<file path="config.mk">
export PLATFORM = sky130hd
export DESIGN_NAME = irsd_codec
export DESIGN_NICKNAME = d
export VERILOG_FILES = /design/src/include/irsd_pkg.sv /design/src/logic/irsd_codec.sv /design/src/logic/irsd_sync.sv
export SDC_FILE = /design/constraint.sdc
export NUM_CORES = 1
export LEC_CHECK = 0
export BUFFER_PORTS_ARGS = -buffer_cell sky130_fd_sc_hd__buf_2
export CORE_UTILIZATION = 48
export CTS_BUF_LIST = sky130_fd_sc_hd__clkbuf_16
export CTS_CLUSTER_DIAMETER = 50
export DETAILED_ROUTE_END_ITERATION = 10
export GPL_TIMING_DRIVEN = 0
export PLACE_DENSITY_LB_ADDON = 0.2
export REMOVE_ABC_BUFFERS = 1
export SYNTH_ARGS = -nofsm -noshare
export SYNTH_HDL_FRONTEND = slang
export SYNTH_SLANG_ARGS = --single-unit
</file>
<file path="constraint.sdc">
create_clock -name sys_clk -period 1.7 [get_ports sys_clk]
set_input_delay 0.34 -clock sys_clk [delete_from_list [all_inputs] [get_ports sys_clk]]
set_output_delay 0.34 -clock sys_clk [all_outputs]
set_load 0.05 [all_outputs]
</file>
<file path="src/include/irsd_pkg.sv">
package irsd_pkg;

    // Register port
    localparam int ADDR_W = 16;
    localparam int DATA_W = 8;
    localparam logic [15:0] CTRL_OFFSET = 16'h00BF;
    localparam logic [15:0] STATUS_OFFSET = 16'h0100;
    localparam logic [7:0] CTRL_RESET = 8'h00;
    localparam logic [7:0] READ_IDLE = 8'h00;

    // Bit timing in baud clocks
    localparam int BIT_CLOCKS = 16;
    localparam int PULSE_START = 7;
    localparam int PULSE_CLOCKS = 3;
    localparam int TAIL_CLOCKS = 6;
    localparam int PHASE_W = $clog2(BIT_CLOCKS);
    localparam logic [PHASE_W-1:0] PH_ZERO = 4'h0;
    localparam logic [PHASE_W-1:0] PH_ONE = 4'h1;
    localparam logic [PHASE_W-1:0] PH_PULSE_FIRST = PHASE_W'(PULSE_START);
    localparam logic [PHASE_W-1:0] PH_PULSE_END = PHASE_W'(PULSE_START + PULSE_CLOCKS);
    localparam logic [PHASE_W-1:0] PH_LAST =
        PHASE_W'(PULSE_START + PULSE_CLOCKS + TAIL_CLOCKS - 1);

    // Line levels
    localparam logic LINE_IDLE = 1'b1;
    localparam logic PULSE_IDLE = 1'b0;

    typedef struct packed {
        logic loop_back;
        logic receive_decoder_enable;
        logic codec_enable;
    } irsd_ctrl_type;

    typedef struct packed {
        logic rx_level;
        logic rx_window;
        logic tx_zero;
    } irsd_status_type;

    localparam int CTRL_W = $bits(irsd_ctrl_type);

endpackage

</file>
<file path="src/logic/irsd_codec.sv">
`timescale 1ns/100ps
// Summary of operation
// - Enable bit turns on encode and decode
// - Link is not half-duplex, runs both ways at once
// - Bit timing comes from baud tick
// - One bit: output low sixteen clocks
// - Zero bit: low 7, high 3, low 6
// - Decoder runs only with receive enable set
// - Steady high input decodes as one
// - Low pulse after high decodes as zero
// - Input sampled once per baud tick
// - After first bit, decoded bits sixteen wide
// - Internal loopback feeds inverted output back
// - Decoder keeps receiving during transmission
// - Unused bits ignore writes, read zero
// - Control resets to zero, bits 2..0 writable
// - Bit 2 selects internal loopback
// - Bit 1 gates received data to serial port
module irsd_codec (
    // Clock and reset
    input wire logic sys_clk,
    input wire logic nrst,
    // Register port
    input wire logic [irsd_pkg::ADDR_W-1:0] reg_addr,
    input wire logic [irsd_pkg::DATA_W-1:0] reg_wdata,
    input wire logic reg_wr,
    input wire logic reg_rd,
    output logic [irsd_pkg::DATA_W-1:0] reg_rdata,
    // Serial port side
    input wire logic baud_tick,
    input wire logic uart_txd,
    output logic uart_rxd,
    // Transceiver pins
    output logic infrared_pulse_out,
    input wire logic infrared_pulse_in
);
    import irsd_pkg::*;

    function automatic logic [PHASE_W-1:0] phase_step(input logic [PHASE_W-1:0] ph);
        phase_step = ph + PH_ONE;
    endfunction

    function automatic logic addr_hit(input logic [ADDR_W-1:0] a,
                                      input logic [ADDR_W-1:0] off);
        addr_hit = (a == off);
    endfunction

    irsd_ctrl_type ctrl_ff;
    irsd_ctrl_type nxt_ctrl;
    logic [DATA_W-1:0] rdata_ff;
    logic [DATA_W-1:0] nxt_rdata;
    irsd_status_type status;

    logic tx_bit_ff;
    logic nxt_tx_bit;
    logic [PHASE_W-1:0] tx_phase_ff;
    logic [PHASE_W-1:0] nxt_tx_phase;
    logic pulse_out_ff;
    logic nxt_pulse_out;

    logic rx_pin_sync;
    logic rx_src;
    logic rx_fall;
    logic rx_on;
    logic rx_prev_ff;
    logic nxt_rx_prev;
    logic [PHASE_W-1:0] rx_phase_ff;
    logic [PHASE_W-1:0] nxt_rx_phase;
    logic rx_window_ff;
    logic nxt_rx_window;
    logic rxd_ff;
    logic nxt_rxd;

    // Receiver output of the transceiver is active low, so it idles high
    irsd_sync #(
        .RST_VAL(LINE_IDLE)
    ) u_rx_sync (
        .sys_clk(sys_clk),
        .nrst(nrst),
        .async_in(infrared_pulse_in),
        .sync_out(rx_pin_sync)
    );

    // Control and read-back
    always_comb begin
        status = '{rx_level: rxd_ff, rx_window: rx_window_ff, tx_zero: !tx_bit_ff};
        nxt_ctrl = ctrl_ff;
        if (reg_wr && addr_hit(reg_addr, CTRL_OFFSET)) begin
            nxt_ctrl = irsd_ctrl_type'(reg_wdata[CTRL_W-1:0]);
        end
        nxt_rdata = READ_IDLE;
        if (reg_rd) begin
            if (addr_hit(reg_addr, CTRL_OFFSET)) begin
                nxt_rdata = DATA_W'(ctrl_ff);
            end else if (addr_hit(reg_addr, STATUS_OFFSET)) begin
                nxt_rdata = DATA_W'(status);
            end
        end
    end

    always_ff @(posedge sys_clk or negedge nrst) begin
        if (!nrst) begin
            ctrl_ff <= irsd_ctrl_type'(CTRL_RESET[CTRL_W-1:0]);
            rdata_ff <= READ_IDLE;
        end else begin
            ctrl_ff <= nxt_ctrl;
            rdata_ff <= nxt_rdata;
        end
    end

    // Encoder: phase restarts whenever the serial bit changes at a tick,
    // so it follows the serial port's bit grid without knowing its divider
    always_comb begin
        nxt_tx_bit = tx_bit_ff;
        nxt_tx_phase = tx_phase_ff;
        if (!ctrl_ff.codec_enable) begin
            nxt_tx_bit = LINE_IDLE;
            nxt_tx_phase = PH_ZERO;
        end else if (baud_tick) begin
            nxt_tx_bit = uart_txd;
            if (uart_txd != tx_bit_ff) begin
                nxt_tx_phase = PH_ZERO;
            end else begin
                nxt_tx_phase = phase_step(tx_phase_ff);
            end
        end
        nxt_pulse_out = ctrl_ff.codec_enable && !tx_bit_ff
            && (tx_phase_ff >= PH_PULSE_FIRST) && (tx_phase_ff < PH_PULSE_END);
    end

    always_ff @(posedge sys_clk or negedge nrst) begin
        if (!nrst) begin
            tx_bit_ff <= LINE_IDLE;
            tx_phase_ff <= PH_ZERO;
            pulse_out_ff <= PULSE_IDLE;
        end else begin
            tx_bit_ff <= nxt_tx_bit;
            tx_phase_ff <= nxt_tx_phase;
            pulse_out_ff <= nxt_pulse_out;
        end
    end

    // Decoder source: in loopback the pin is not looked at at all,
    // which keeps the transceiver's echo out of the test path
    assign rx_src = ctrl_ff.loop_back ? !pulse_out_ff : rx_pin_sync;
    // Transmit activity does not gate the decoder, so the external echo works
    assign rx_on = ctrl_ff.codec_enable && ctrl_ff.receive_decoder_enable;
    assign rx_fall = rx_prev_ff && !rx_src;

    // Each falling edge seen at a tick opens a zero window of one bit time.
    // Pulses narrower than a tick period can be missed entirely.
    always_comb begin
        nxt_rx_prev = rx_prev_ff;
        nxt_rx_phase = rx_phase_ff;
        nxt_rx_window = rx_window_ff;
        nxt_rxd = rxd_ff;
        if (!rx_on) begin
            nxt_rx_prev = LINE_IDLE;
            nxt_rx_phase = PH_ZERO;
            nxt_rx_window = 1'b0;
            nxt_rxd = LINE_IDLE;
        end else if (baud_tick) begin
            nxt_rx_prev = rx_src;
            if (rx_fall) begin
                nxt_rx_window = 1'b1;
                nxt_rx_phase = PH_ZERO;
                nxt_rxd = 1'b0;
            end else if (rx_window_ff) begin
                if (rx_phase_ff == PH_LAST) begin
                    nxt_rx_window = 1'b0;
                    nxt_rx_phase = PH_ZERO;
                    nxt_rxd = LINE_IDLE;
                end else begin
                    nxt_rx_phase = phase_step(rx_phase_ff);
                end
            end
        end
    end

    always_ff @(posedge sys_clk or negedge nrst) begin
        if (!nrst) begin
            rx_prev_ff <= LINE_IDLE;
            rx_phase_ff <= PH_ZERO;
            rx_window_ff <= 1'b0;
            rxd_ff <= LINE_IDLE;
        end else begin
            rx_prev_ff <= nxt_rx_prev;
            rx_phase_ff <= nxt_rx_phase;
            rx_window_ff <= nxt_rx_window;
            rxd_ff <= nxt_rxd;
        end
    end

    assign reg_rdata = rdata_ff;
    assign uart_rxd = rxd_ff;
    assign infrared_pulse_out = pulse_out_ff;
endmodule

</file>
<file path="src/logic/irsd_sync.sv">
`timescale 1ns/100ps
module irsd_sync #(
    parameter logic RST_VAL = 1'b1
) (
    // Clock and reset
    input wire logic sys_clk,
    input wire logic nrst,
    // Level in and out
    input wire logic async_in,
    output logic sync_out
);
    logic meta_ff;
    logic hold_ff;

    // The first stage feeds only the second one
    always_ff @(posedge sys_clk or negedge nrst) begin
        if (!nrst) begin
            meta_ff <= RST_VAL;
            hold_ff <= RST_VAL;
        end else begin
            meta_ff <= async_in;
            hold_ff <= meta_ff;
        end
    end

    assign sync_out = hold_ff;
endmodule

</file>
==> reports/qor.yml <==
finalSetupTns_ns: 0
synth_ff_type: "dfrtp_1"
firstDrtPassIters: 4
viasPerCell: 5.57
cp_slowest_cell: "or4_4"
crit_path_cell_trace: "buf_2 -> or4_4 -> nor4_4 -> nand2_2 -> mux2_4"
synth_cells: 106
grt_setup_unrepaired: "false"
final_common_cell: "buf_2"
die_w_um: 50.3
area_growth_pct: 22.2
cts_root_buf: "clkbuf_16"
slew_violations: 0
max_freq_ghz: 0.623
grt_start_max_net_pins: 22
cts_buffers: 3
power.density_nw_per_um2: 790
final_cell_mix: "buf_2, dfrtp_1, nand2_1, nor2b_1"
avgRoutedWirePerCell_um: 13.2
swShare: 0.213
arrival_ns: 1.74
synth_warnings: 0
ys_async_sr_fraction: 1.00
ys_types: 38
nets: 172
synth-edff-count: 0
setup_viol: 0
clock-sinks: 21
crit_path_end_kind: "flop"
timing.final.ws_setup_ns: 0.0938
yosysSeqAreaShare: 0.475
final.fill_count: 198
combPwrFrac: 0.082
gr-usage-all-layers: 0.209
irDropWorstVdd_uv: 548
detail-route-antenna-nets: 0
drt-initial-drc-count: 7
grt_pass1_vias: 954
status: "finished, final reports clean"
fin_util: 0.619
pwr-share-seq: 0.468
vias: 925
p_switching_uw: 230
pre_cts_ws_ns: -0.296
die_h_um: 50.3
fin_crit_sh: 0.945
multi_input_area_um2: 557
cts_tree: "done"
p_int_uw: 851
seqCellArea_um2: 532
dp.cells: 161
io_pins: 41
syn_area_per_cell_um2: 10.6
hold_class: "input pin to async pin"
remaining_drc_errors: 0
layout-drive-gt1-share: 0.370
cts_buffer_depth: 2
grt_antenna_before_repair: 0
cts_hold_buf: 0
power_leakage_uw: 0.000665
place_congestion: 0.723
start_kind: "input pin"
dieArea_um2: 2530
synth.ff_latch_count: 21
cp_top_family: "simple AND/OR/NAND/NOR gates"
critPathBufInv: 1
portBuffers: 30
clk_pin_slew_ns: 0.06
cts_max_level: 1
post-dp-hpwl_um: 1700
period_minus_slack_ns: 1.61
clkPwrFrac: 0.450
cp.required_ns: 1.84
clk-insertion-delay-late_ns: 0.25
hold_violations: 0
slowest_delay_ns: 0.55
coreArea_um2: 2210
criticalPathCategory: "input pin to flop"
final_area_um2: 1370
placed_cell_area_um2: 1270
fin_worst_skew_ns: 0.00555
antennaDiodeCount: 0
maxCapViolCount: 0
grt.overflow.total: 0
grt_pass1_wl_um: 3950
finalNonFillerCells: 166
rows: 17
cp_max_fo: 3
start_util: 0.506
synth_area_um2: 1120
wl_um: 2200
final cells by class:
cell class	count	area share
Timing Repair Buffer	31	0.115
Clock inverter	1	0.00366
Multi-Input combinational cell	80	0.407
Inverter	2	0.00548
Sequential cell	21	0.388
Tap cell	28	0.0256
Clock buffer	3	0.0548
kinds of logic (layout without fill, tap and decap cells):
group | after synthesis | after routing | synth area share
AOI/OAI and AO/OA | 19 | 19 | 0.120
xor gates and xnor gates | 1 | 1 | 0.00782
adders and majority gates | 2 | 2 | 0.0223
buffers and inverters | 9 | 37 | 0.0469
DFF | 21 | 21 | 0.475
muxes | 6 | 6 | 0.0682
other | 1 | 5 | 0.00335
and+or+nand+nor | 47 | 47 | 0.257
worst register-to-register path: cells and delay by family (launching register included):
kind | cells | cell delay [ns]
flip-flops | 1 | 0.42
AND/OR/NAND/NOR | 3 | 0.84
multiplexers | 1 | 0.22
synthesized netlist by cell type (2+ instances only):
| library cell | n | area, µm² |
|---|---|---|
| clkbuf_1 | 2 | 7.51 |
| nor4_1 | 2 | 12.5 |
| nand3_1 | 5 | 25.0 |
| nand4_1 | 2 | 12.5 |
| mux2i_1 | 2 | 20.0 |
| and3_1 | 4 | 25.0 |
| a21oi_1 | 3 | 15.0 |
| o22ai_1 | 2 | 12.5 |
| a22oi_1 | 3 | 22.5 |
| a22o_1 | 3 | 26.3 |
| nand2_1 | 10 | 37.5 |
| nor2_1 | 3 | 11.3 |
| dfrtp_1 | 16 | 400 |
| o21ai_0 | 2 | 10.0 |
| dfstp_2 | 5 | 131 |
| nor2b_1 | 7 | 43.8 |
| buf_4 | 5 | 37.5 |
| nor3_1 | 2 | 10.0 |
| nand2b_1 | 3 | 18.8 |
| a21boi_0 | 2 | 15.0 |
| inv_1 | 2 | 7.51 |
| ha_1 | 2 | 25.0 |
| mux2_4 | 3 | 45.0 |
| or4_4 | 2 | 22.5 |
what timing repair did:
action / CTS / global route
pin swaps: 1 / 1
setup endpoints to repair: 3 / 3
resized for setup: 1 / 0
hold endpoints to repair: 0 / 0
setup buffers: 0 / 1
metal layers:
metal  share of wire  track usage  vias up  wire (µm)
li1                -            -      443          -
met1            0.42        0.247      440        926
met2            0.51        0.362       38       1110
met3           0.057       0.0576        4        126
met4           0.015       0.0741        0         32
met5               0            0        -          0
state kept, by name (all words and copies together), names as in the netlist, 3 cells and up:
register / cells
reg_rdata: 3
ctrl_ff: 3
tx_phase_ff: 4
rx_phase_ff: 4
through the flow:
step,total power (µW),hold WS (ns)
2_1_floorplan,556,0.0444
3_3_place_gp,600,0.311
3_5_place_dp,603,0.316
4_1_cts,1100,0.0438
5_1_grt,1130,0.0741
6_report,1080,0.0282
power by group through the flow:
stage	combinational (µW)	clock (µW)	sequential [µW]
6_report	88.6	487	506
5_1_grt	98.4	524	505
4_1_cts	89.5	501	505
3_5_place_dp	88.7	0	514
3_3_place_gp	85.7	0	514
2_1_floorplan	41.9	0	514
path summary, 6_finish.rpt:
kind	startpoint	end	slack, ns	cells after the start
min	nrst	tx_phase_ff[2]	0.03	1
min in group sys_clk	infrared_pulse_in	u_rx_sync.meta_ff	0.19	1
max reg2reg	ctrl_ff[2]	rx_phase_ff[0]	0.16	4
max	reg_addr[14]	ctrl_ff[1]	0.09	5
min reg2reg	u_rx_sync.meta_ff	u_rx_sync.sync_out	0.35	0
max in group asynchronous	nrst	u_rx_sync.sync_out	1.32	1
(Power assumes the default switching activity.)
